<file path="src/pkg/front_end_pkg.sv">
// Package with register map, field layout, reset values and decode types of the front-end control.
// Notes on behaviour
// (RQ1) Amplifier mode bit 0 switches the gain amplifier on or off.
// (RQ2) Gain code 000/001/010/011/111 gives 16/32/64/128/1; 100-110 reserved.
// (RQ3) Software always writes chopper frequency field bits 5:4 as 10.
// (RQ4) Amplifier clock is oscillator divided by (256 minus setting), then by 8.
// (RQ5) Software should pick an amplifier clock near 4 kHz (131 at 4 MHz).
// (RQ6) Route codes 000, 001, 010 select the three differential input pairs.
// (RQ7) Codes 011 to 110 select single-ended inputs against the analog common node.
// (RQ8) Code 111 ties both amplifier inputs to the common node for offset tests.
// (RQ9) Software enables the pump regulator and programs settings before amplifier enable.
// (RQ10) Converter mode bit 0 enables or disables the 16-bit converter.
// (RQ11) Reference code 00 external, 01 reserved, 10 internal, 11 internal with supply taps.
// (RQ12) Result is two's complement, bit 15 sign, full scale magnitude 31250.
// (RQ13) Converter clock is oscillator divided by (256 minus setting), then by 2.
// (RQ14) Software uses the tabulated converter clock settings for 200, 100, 80 kHz.
// (RQ15) Software should run the converter clock at 100 kHz normally.
// (RQ16) Software waits 10 ms after pump regulator enable before using amplifier or converter.
// (RQ17) All control fields reset to zero; reserved codes leave the analog path harmless.
// (RQ18) Each divider reloads a new setting only at terminal count, avoiding short pulses.
package front_end_pkg;
    localparam int ADDR_W = 8;
    localparam logic [7:0] AMP_MODE_ADDR = 8'h90;
    localparam logic [7:0] AMP_CHANNEL_SELECT_ADDR = 8'h91;
    localparam logic [7:0] AMP_CLOCK_DIVIDER_ADDR = 8'h92;
    localparam logic [7:0] CONVERTER_MODE_ADDR = 8'h93;
    localparam logic [7:0] CONVERTER_CLOCK_DIVIDER_ADDR = 8'h94;
    localparam logic [7:0] REG_RESET = 8'h00;
    localparam int AMP_ENABLE_BIT = 0;
    localparam int GAIN_CODE_LSB = 1;
    localparam int CHOPPER_FREQ_LSB = 4;
    localparam int CONVERTER_ENABLE_BIT = 0;
    localparam int REFERENCE_CODE_LSB = 1;
    localparam logic [7:0] DIVIDER_BASE_OFFSET = 8'h00;
    localparam int AMP_POST_DIV = 8;
    localparam int CONV_POST_DIV = 2;
    localparam logic signed [15:0] FULL_SCALE_POS = 16'sh7A12;
    localparam logic signed [15:0] FULL_SCALE_NEG = 16'sh85EE;

    typedef enum logic [2:0] {
        GAIN_16 = 3'h0,
        GAIN_32 = 3'h1,
        GAIN_64 = 3'h2,
        GAIN_128 = 3'h3,
        GAIN_UNITY = 3'h7
    } gain_code_t;

    typedef enum logic [1:0] {
        REF_EXTERNAL = 2'h0,
        REF_RESERVED = 2'h1,
        REF_INTERNAL = 2'h2,
        REF_BATTERY = 2'h3
    } reference_code_t;

    typedef enum logic [1:0] {
        DIV_IDLE = 2'b00,
        DIV_RUN = 2'b01
    } divider_state_t;
endpackage

</file>
<file path="src/verilog/amp_adc_front_end_control.sv">
// Register file and analog control decode of the amplifier and converter front end.
//
// Local design decision: the address-and-strobe port.
module amp_adc_front_end_control
    import front_end_pkg::*;
(
    input wire logic clk,
    input wire logic sys_rst,
    input wire logic [ADDR_W-1:0] addr,
    input wire logic [7:0] wdata,
    input wire logic wr_stb,
    input wire logic rd_stb,
    output logic [7:0] rdata,
    input wire logic [15:0] raw_result,
    output logic amp_enable,
    output logic [2:0] gain_code,
    output logic gain_unity,
    output logic [3:0] gain_shift,
    output logic [1:0] chopper_freq_field,
    output logic [2:0] input_route_code,
    output logic [5:0] amp_in_pos_sel,
    output logic [5:0] amp_in_neg_sel,
    output logic amp_pos_to_common,
    output logic amp_neg_to_common,
    output logic amp_clk,
    output logic amp_clk_tick,
    output logic converter_enable,
    output logic [1:0] reference_code,
    output logic ref_internal,
    output logic inputs_supply_taps,
    output logic converter_path_on,
    output logic converter_clk,
    output logic converter_clk_tick,
    output logic signed [15:0] conversion_result,
    output logic result_sign_bit
);
    logic [7:0] amp_mode;
    logic [7:0] amp_channel_select;
    logic [7:0] amp_clock_divider;
    logic [7:0] converter_mode;
    logic [7:0] converter_clock_divider;

    wire sel_amp_mode = (addr == AMP_MODE_ADDR);
    wire sel_amp_chan = (addr == AMP_CHANNEL_SELECT_ADDR);
    wire sel_amp_div = (addr == AMP_CLOCK_DIVIDER_ADDR);
    wire sel_conv_mode = (addr == CONVERTER_MODE_ADDR);
    wire sel_conv_div = (addr == CONVERTER_CLOCK_DIVIDER_ADDR);

    // Divider registers are write-only and read back as zero, like unmapped addresses.
    wire [7:0] read_mux = sel_amp_mode ? {2'b00, amp_mode[5:0]} :
                          sel_amp_chan ? {5'b00000, amp_channel_select[2:0]} :
                          sel_conv_mode ? {5'b00000, converter_mode[2:0]} : 8'h00;

    wire [2:0] gain_field = amp_mode[GAIN_CODE_LSB +: 3];
    wire [1:0] ref_field = converter_mode[REFERENCE_CODE_LSB +: 2];
    wire [2:0] route_field = amp_channel_select[2:0];
    wire amp_en_bit = amp_mode[AMP_ENABLE_BIT];
    wire conv_en_bit = converter_mode[CONVERTER_ENABLE_BIT];

    // Reserved gain codes keep the amplifier off so the analog path stays at rest.
    logic gain_valid;
    logic [3:0] next_gain_shift;
    always_comb begin
        gain_valid = 1'b1;
        next_gain_shift = 4'h0;
        unique case (gain_field)
            GAIN_16: next_gain_shift = 4'h4; // RQ2
            GAIN_32: next_gain_shift = 4'h5; // RQ2
            GAIN_64: next_gain_shift = 4'h6; // RQ2
            GAIN_128: next_gain_shift = 4'h7; // RQ2
            GAIN_UNITY: next_gain_shift = 4'h0; // RQ2
            default: gain_valid = 1'b0; // RQ17
        endcase
    end

    // One-hot switch selects: bits 0..5 are pair1+, pair1-, pair2+, pair2-, pair3+, pair3-.
    logic [5:0] next_pos_sel;
    logic [5:0] next_neg_sel;
    logic next_pos_common;
    logic next_neg_common;
    always_comb begin
        next_pos_sel = 6'h00;
        next_neg_sel = 6'h00;
        next_pos_common = 1'b0;
        next_neg_common = 1'b0;
        unique case (route_field)
            3'h0: begin
                next_pos_sel = 6'h01; // RQ6
                next_neg_sel = 6'h02; // RQ6
            end
            3'h1: begin
                next_pos_sel = 6'h04; // RQ6
                next_neg_sel = 6'h08; // RQ6
            end
            3'h2: begin
                next_pos_sel = 6'h10; // RQ6
                next_neg_sel = 6'h20; // RQ6
            end
            3'h3: begin
                next_pos_sel = 6'h04; // RQ7
                next_neg_common = 1'b1; // RQ7
            end
            3'h4: begin
                next_pos_sel = 6'h08; // RQ7
                next_neg_common = 1'b1; // RQ7
            end
            3'h5: begin
                next_pos_sel = 6'h10; // RQ7
                next_neg_common = 1'b1; // RQ7
            end
            3'h6: begin
                next_pos_sel = 6'h20; // RQ7
                next_neg_common = 1'b1; // RQ7
            end
            3'h7: begin
                next_pos_common = 1'b1; // RQ8
                next_neg_common = 1'b1; // RQ8
            end
        endcase
    end

    // The reserved reference code keeps the converter path off.
    wire ref_valid = (ref_field != REF_RESERVED); // RQ17
    wire next_amp_on = amp_en_bit && gain_valid; // RQ1
    wire next_conv_on = conv_en_bit && ref_valid; // RQ10

    always_ff @(posedge clk) begin
        if (sys_rst) begin
            amp_mode <= REG_RESET; // RQ17
            amp_channel_select <= REG_RESET; // RQ17
            amp_clock_divider <= REG_RESET; // RQ17
            converter_mode <= REG_RESET; // RQ17
            converter_clock_divider <= REG_RESET; // RQ17
        end else if (wr_stb) begin
            if (sel_amp_mode) begin
                amp_mode <= {2'b00, wdata[5:0]};
            end
            if (sel_amp_chan) begin
                amp_channel_select <= {5'b00000, wdata[2:0]};
            end
            if (sel_amp_div) begin
                amp_clock_divider <= wdata;
            end
            if (sel_conv_mode) begin
                converter_mode <= {5'b00000, wdata[2:0]};
            end
            if (sel_conv_div) begin
                converter_clock_divider <= wdata;
            end
        end
    end

    always_ff @(posedge clk) begin
        if (sys_rst) begin
            rdata <= 8'h00;
        end else begin
            rdata <= rd_stb ? read_mux : 8'h00;
        end
    end

    always_ff @(posedge clk) begin
        if (sys_rst) begin
            amp_enable <= 1'b0;
            gain_code <= 3'h0;
            gain_unity <= 1'b0;
            gain_shift <= 4'h0;
            chopper_freq_field <= 2'h0;
            input_route_code <= 3'h0;
            amp_in_pos_sel <= 6'h00;
            amp_in_neg_sel <= 6'h00;
            amp_pos_to_common <= 1'b0;
            amp_neg_to_common <= 1'b0;
        end else begin
            amp_enable <= next_amp_on; // RQ1
            gain_code <= gain_field;
            gain_unity <= (gain_field == GAIN_UNITY); // RQ2
            gain_shift <= next_gain_shift; // RQ2
            chopper_freq_field <= amp_mode[CHOPPER_FREQ_LSB +: 2];
            input_route_code <= route_field;
            // Switches open while the amplifier is off, so no input is loaded.
            amp_in_pos_sel <= next_amp_on ? next_pos_sel : 6'h00;
            amp_in_neg_sel <= next_amp_on ? next_neg_sel : 6'h00;
            amp_pos_to_common <= next_amp_on && next_pos_common; // RQ8
            amp_neg_to_common <= next_amp_on && next_neg_common; // RQ7
        end
    end

    always_ff @(posedge clk) begin
        if (sys_rst) begin
            converter_enable <= 1'b0;
            reference_code <= 2'h0;
            ref_internal <= 1'b0;
            inputs_supply_taps <= 1'b0;
            converter_path_on <= 1'b0;
            conversion_result <= 16'sh0000;
            result_sign_bit <= 1'b0;
        end else begin
            converter_enable <= conv_en_bit; // RQ10
            reference_code <= ref_field;
            ref_internal <= ref_field[1]; // RQ11
            inputs_supply_taps <= (ref_field == REF_BATTERY); // RQ11
            converter_path_on <= next_conv_on; // RQ11
            // The result is passed through while the converter path is on and clamped to the documented full scale.
            if (next_conv_on) begin
                if ($signed(raw_result) > FULL_SCALE_POS) begin
                    conversion_result <= FULL_SCALE_POS; // RQ12
                end else if ($signed(raw_result) < FULL_SCALE_NEG) begin
                    conversion_result <= FULL_SCALE_NEG; // RQ12
                end else begin
                    conversion_result <= $signed(raw_result); // RQ12
                end
                result_sign_bit <= raw_result[15]; // RQ12
            end
        end
    end

    clock_divider #(
        .POST_DIV(AMP_POST_DIV)
    ) amp_div (
        .clk(clk),
        .sys_rst(sys_rst),
        .run(next_amp_on),
        .setting(amp_clock_divider),
        .tick(amp_clk_tick), // RQ4
        .work_clk(amp_clk)
    );

    clock_divider #(
        .POST_DIV(CONV_POST_DIV)
    ) conv_div (
        .clk(clk),
        .sys_rst(sys_rst),
        .run(next_conv_on),
        .setting(converter_clock_divider),
        .tick(converter_clk_tick), // RQ13
        .work_clk(converter_clk)
    );
endmodule

</file>
<file path="src/verilog/clock_divider.sv">
// Reloadable clock divider producing a one-cycle enable and a square working clock.
module clock_divider
    import front_end_pkg::*;
#(
    parameter int POST_DIV = 2
) (
    input wire logic clk,
    input wire logic sys_rst,
    input wire logic run,
    input wire logic [7:0] setting,
    output logic tick,
    output logic work_clk
);
    localparam int POST_W = (POST_DIV > 2) ? $clog2(POST_DIV) : 1;
    localparam logic [POST_W-1:0] POST_LAST = POST_W'(POST_DIV - 1);

    divider_state_t state;
    logic [7:0] count;
    logic [POST_W-1:0] post;
    logic [7:0] next_count;
    logic terminal;
    logic post_last;

    // The prescaler period is 256 minus the setting; a count of all ones marks its end.
    assign terminal = (count == 8'hFF);
    assign post_last = (post == POST_LAST);
    // The register is read at the wrap itself, so a write counts from the very next period.
    assign next_count = terminal ? setting : count + 8'h01; // RQ18

    always_ff @(posedge clk) begin
        if (sys_rst) begin
            state <= DIV_IDLE;
            count <= DIVIDER_BASE_OFFSET;
            post <= '0;
            tick <= 1'b0;
            work_clk <= 1'b0;
        end else begin
            tick <= 1'b0;
            unique case (state)
                DIV_IDLE: begin
                    count <= setting;
                    post <= '0;
                    work_clk <= 1'b0;
                    if (run) begin
                        state <= DIV_RUN;
                    end
                end
                DIV_RUN: begin
                    // While running, a new setting is only picked up here, so no running period is cut short by a write.
                    count <= next_count; // RQ18
                    if (terminal) begin
                        post <= post_last ? '0 : post + POST_W'(1);
                        if (post_last) begin
                            tick <= 1'b1;
                        end
                        if (post_last || post == POST_W'(POST_DIV / 2 - 1)) begin
                            work_clk <= ~work_clk;
                        end
                    end
                    if (!run) begin
                        state <= DIV_IDLE;
                    end
                end
            endcase
        end
    end
endmodule

</file>
<file path="config.mk">
export PLATFORM = sky130hd
export DESIGN_NAME = amp_adc_front_end_control
export DESIGN_NICKNAME = d
export VERILOG_FILES = /design/src/pkg/front_end_pkg.sv /design/src/verilog/amp_adc_front_end_control.sv /design/src/verilog/clock_divider.sv
export SDC_FILE = /design/constraint.sdc
export NUM_CORES = 1
export LEC_CHECK = 0
export ABC_CLOCK_PERIOD_IN_PS = 1850
export BUFFER_PORTS_ARGS = -buffer_cell sky130_fd_sc_hd__buf_4
export CORE_MARGIN = 2
export CORE_UTILIZATION = 40
export DETAILED_ROUTE_END_ITERATION = 8
export PLACE_DENSITY = 0.61
export SETUP_SLACK_MARGIN = 0.4
export SLEW_MARGIN = 30
export SYNTH_ARGS = -nofsm -noshare
export SYNTH_HDL_FRONTEND = slang
export SYNTH_SLANG_ARGS = --single-unit
export TNS_END_PERCENT = 30
</file>
<file path="constraint.sdc">
create_clock -name clk -period 1.85 [get_ports clk]
set_input_delay 0.37 -clock clk [delete_from_list [all_inputs] [get_ports clk]]
set_output_delay 0.37 -clock clk [all_outputs]
set_load 0.03 [all_outputs]
</file>
==> results.md <==
Timing:
- The number of slew-limit violations in the final report came to 0.
- After routing, the total negative slack on setup checks comes to 0 ns.
- The transition time of the tightest slew-check pin is around 0.56 ns.
- The number of hold-slack violations in the final timing report is 0.
- Setup repair after global routing could not meet its margin everywhere.
- Setup violations remaining at the end of the flow were counted as 0.
- The shortest clock period the worst path allows after layout is 1.59 ns.
- The tightest hold path in the finished design has a slack of approximately 0.25 ns.
- The worst path uses 86.1% of the clock period.
- The final setup skew is 0.0112 ns.
- Timing would allow up to ~0.63 GHz.
- The remaining max-slew budget at the tightest pin is between 60% and 70%.

Layout:
- The post-route netlist has 31.1% of its cells at a drive strength greater than 1.
- The repair_antennas step left the layout with diodes totalling 0.
- At the end of the flow, the number of nets in the layout was around 600.
- The final cell count without fillers is approximately 690.
- Compared with the post-synthesis result, the final layout area differs by 33.0%.
- The post-route standard cell area excluding fillers is around 5700 sq um.
- Registers take between 2000 and 2500 sq um.
- After filler insertion, the fill cell instance count of the layout stands at roughly 960.
- The multi-input combinational cells in the finished layout cover a total of 2200 sq um.
- The core occupancy in the finished layout is between 50% and 60%.

Global route:
- The number of global-route vias before repair is 3203.
- The overall fraction of global-route tracks in use is around 17%.
- The number of antenna violations at the first check in global routing was 0.
- The pin count of the biggest net entering global routing is 86.
- The wire length of the first global-routing pass is approximately 15000 microns.
- The global route total overflow is 0.

Yosys:
- Ranked by total cell area, the synthesized netlist is headed by dfxtp_1, nor2_1, mux2i_1.
- The primary flip-flop cell chosen by synthesis mapping is dfxtp_1.
- Each instance of the synthesized netlist takes up on average between 9 and 10 sq um.
- The share of synthesized registers carrying an async set or reset is 0%.
- Summed over its instances, the top area cell type makes up 48.9% of the synthesized netlist area.
- The leading area contributor after synthesis is dfxtp_1.
- The count of flip-flops with a built-in enable after synthesis is 0.
- The cell area that synthesis handed to floorplanning was roughly 4300 sq um.
- Synthesis instantiated 50 different standard cells from the library.
- For this run, the number of Yosys warnings is 0.
- The share of the Yosys chip area taken by registers is 48.9%.
- The cell count after synthesis came out at around 440.
- The flop and latch count out of synthesis is around 100.

Clocking:
- The longest clock path from root to sink contains 2 buffers.
- The master cell of the clock root buffer is clkbuf_8.
- The clock latency at the later pin of the worst-skew pair is roughly 0.37 ns.
- The clock buffer count from CTS is 9.
- The quantity of hold-fixing buffers added after cts is 0.
- The clock tree from TritonCTS is done.
- The H-tree generated during clock tree synthesis spans 3 levels.
- After clock tree synthesis, the clock-pin slew on the worst setup and hold paths is ~0.10 ns.
- The clock net in this run drives a total of approximately 100 sinks.

Route:
- The detailed router finished its first iteration with roughly 80 violations.
- The final layout contains routed wiring with a total length of 9630 microns.
- The post-detailed-route wirelength per cell is 14.0 microns.
- In this run the remaining antenna-violating nets after routing total 0.
- The DRC violations left is 0.
- The via count is 3435.
- The iteration count of the initial detailed-routing pass is 4.
- The via-per-instance ratio is approximately 5.0.

Floorplanning:
- The starting density of the core is between 40 and 50%.
- The die width is between 100 and 150 microns.
- The total number of placement rows is 37.
- The core footprint is a little over 10000 sq um.
- The top-level I/O count is just under 100.
- The die covers approximately 11000 sq um.
- Measured along the y axis, the die boundary spans approximately 110 microns.

Critical path:
- On the critical path, the stage with the largest delay is an instance of or4b_1.
- For the worst setup path, the data arrival time is between 1.5 and 2 ns.
- STA puts the critical path data required time at 2.13 ns.
- The launching element type of the critical path is an input pin.
- The signal on the critical path passes through buf_8, or4b_1, or4_4, o311a_2, o41ai_2.
- The critical-path maximum fanout is 4.
- The endpoint kind of the worst setup timing path is a register.
- The worst flop-to-flop path startpoint is amp_div.count[0].
- Setup slack on the worst reg-to-reg path comes out at 0.42 ns.
- The critical path class is in2reg.
- The startpoint of the most critical setup path is raw_result[3].
- The largest stage delay on the critical path is 0.51 ns.

Min path:
- The worst hold path belongs to the class in2reg.
- The startpoint identified for the worst hold timing path is wdata[0].

Place:
- The post-placement cell count is around 670.
- At the end of routability-driven placement, the weighted congestion stood at between 0.8 and 0.9.
- The number of input and output port buffers inserted is between 90 and 100.
- The total placed instance area is 5190 sq um.
- Summed over all nets, the half-perimeter wirelength after detailed placement is 6730 microns.

Status:
- The flow ran to the end, and the final reports show no timing, DRC or antenna violations.

Power and ir drop:
- Summed over all cells, the static leakage comes to ~2.2 nW.
- The maximum VDD drop is roughly 0.00048 V.
- For this design the ratio of total power to cell area is ~730 nW/um^2.

Run:
- The tool flagged a number of max-cap violations equal to 0.
==> per-layer routing <==
| metal | vias to the layer above | global-route usage [%] | routed length, microns |
|---|---|---|---|
| met2 | 77 | 26.4 | 4570 |
| li1 | 1748 | - | - |
| met4 | 0 | 5.19 | 110 |
| met5 | - | 0 | 0 |
| met1 | 1598 | 21.9 | 4390 |
| met3 | 12 | 5.11 | 561 |
==> worst paths after layout <==
kind,to,cells past startpoint
worst max register to register,amp_div.count[1],6
worst min register to register,conv_div.count[0],1
worst max-delay path,conversion_result[8],5
worst min-delay path,converter_clock_divider[0],3
==> worst max-delay path, delay by kind of cell <==
kind / cells / cell delay [ns]
AOI/OAI and AO/OA: 2 / 0.43
buffers and inverters: 1 / 0.10
and+or+nand+nor: 2 / 0.98
==> through the flow <==
stage	setup WS [ns]	total power, mW
after floorplan	0.0140	2.43
after global placement	-0.205	2.54
after detailed placement	-0.268	2.54
after CTS	0.261	4.17
after global routing	0.253	4.34
final	0.258	4.15
==> sequential cells by signal (all words and copies together), names as in the netlist, 5 cells and up <==
register and cells:
amp_div.count 8, rdata 6, amp_mode 6, conv_div.count 8
amp_clock_divider 8, amp_in_pos_sel 5, converter_clock_divider 8, conversion_result 16
==> cell usage after synthesis (all sizes together) (2+ instances only) <==
cell and count:
dfxtp 104, nor2 60, nand2b 31, o21ai 25
clkbuf 20, mux2i 20, nand2 15, a211oi 14
nand3b 13, and2 11, buf 11, nor2b 11
a21oi 8, nor3 8, o41ai 8, xnor2 7
a311oi 6, ha 6, inv 6, xor2 6
and3 5, nand3 5, o31ai 5, a2111oi 3
a21boi 3, a31oi 3, and4b 3, or4b 3
nand4 2, nand4bb 2, nor3b 2, nor4 2
==> power by group <==
group          switching [mW]  internal (mW)  total (mW)
Combinational           0.149          0.125       0.274
Sequential            0.00161           2.24        2.24
Clock                   0.751          0.889        1.64
Total                   0.901           3.25        4.15
==> area by class of cell <==
type | count | area share, %
clock buffers | 9 | 2.19
clock inverters | 6 | 1.92
inverters | 6 | 0.398
multi-input cells | 307 | 38.9
flip-flops and latches | 104 | 36.9
well taps | 136 | 3.01
repair buffers | 118 | 16.7
==> cell families after synthesis <==
kind of cell / count (synthesis) / synth area share, %
compound gates: 80 / 14.1
xor+xnor: 13 / 2.68
fa+ha+maj: 6 / 1.76
buf+inv: 37 / 4.23
flops: 104 / 48.9
mux: 20 / 4.71
other cells: 1 / 0.0882
simple gates: 180 / 23.5
==> timing repair <==
action | 4_1_cts | 5_1_grt
setup buffers | 0 | 3
pin swaps | 0 | 15
resized for setup | 4 | 40
endpoints found under the setup margin | 32 | 39
cloned | 1 | 2
==> placed cells by master, fill, tap and decap left out, types with 3 or more instances in the layout <==
| master | count |
|---|---|
| a21oi_1 | 8 |
| mux2i_1 | 20 |
| a211oi_1 | 9 |
| ha_1 | 4 |
| and3_1 | 4 |
| nor2_1 | 60 |
| o21ai_0 | 22 |
| and2_1 | 10 |
| o41ai_2 | 7 |
| inv_1 | 6 |
| o31ai_1 | 5 |
| a21boi_0 | 3 |
| and4b_1 | 3 |
| nor3_1 | 7 |
| xnor2_1 | 7 |
| nand2_1 | 15 |
| dfxtp_1 | 101 |
| bufinv_16 | 3 |
| nor2b_1 | 11 |
| nand3_1 | 5 |
| xor2_1 | 6 |
| buf_4 | 106 |
| nand2b_1 | 30 |
| a211oi_2 | 5 |
| conb_1 | 7 |
| buf_6 | 6 |
| a311oi_1 | 5 |
| nand3b_1 | 13 |
| clkbuf_8 | 9 |
No activity file was read; power rests on OpenSTA's default activity.
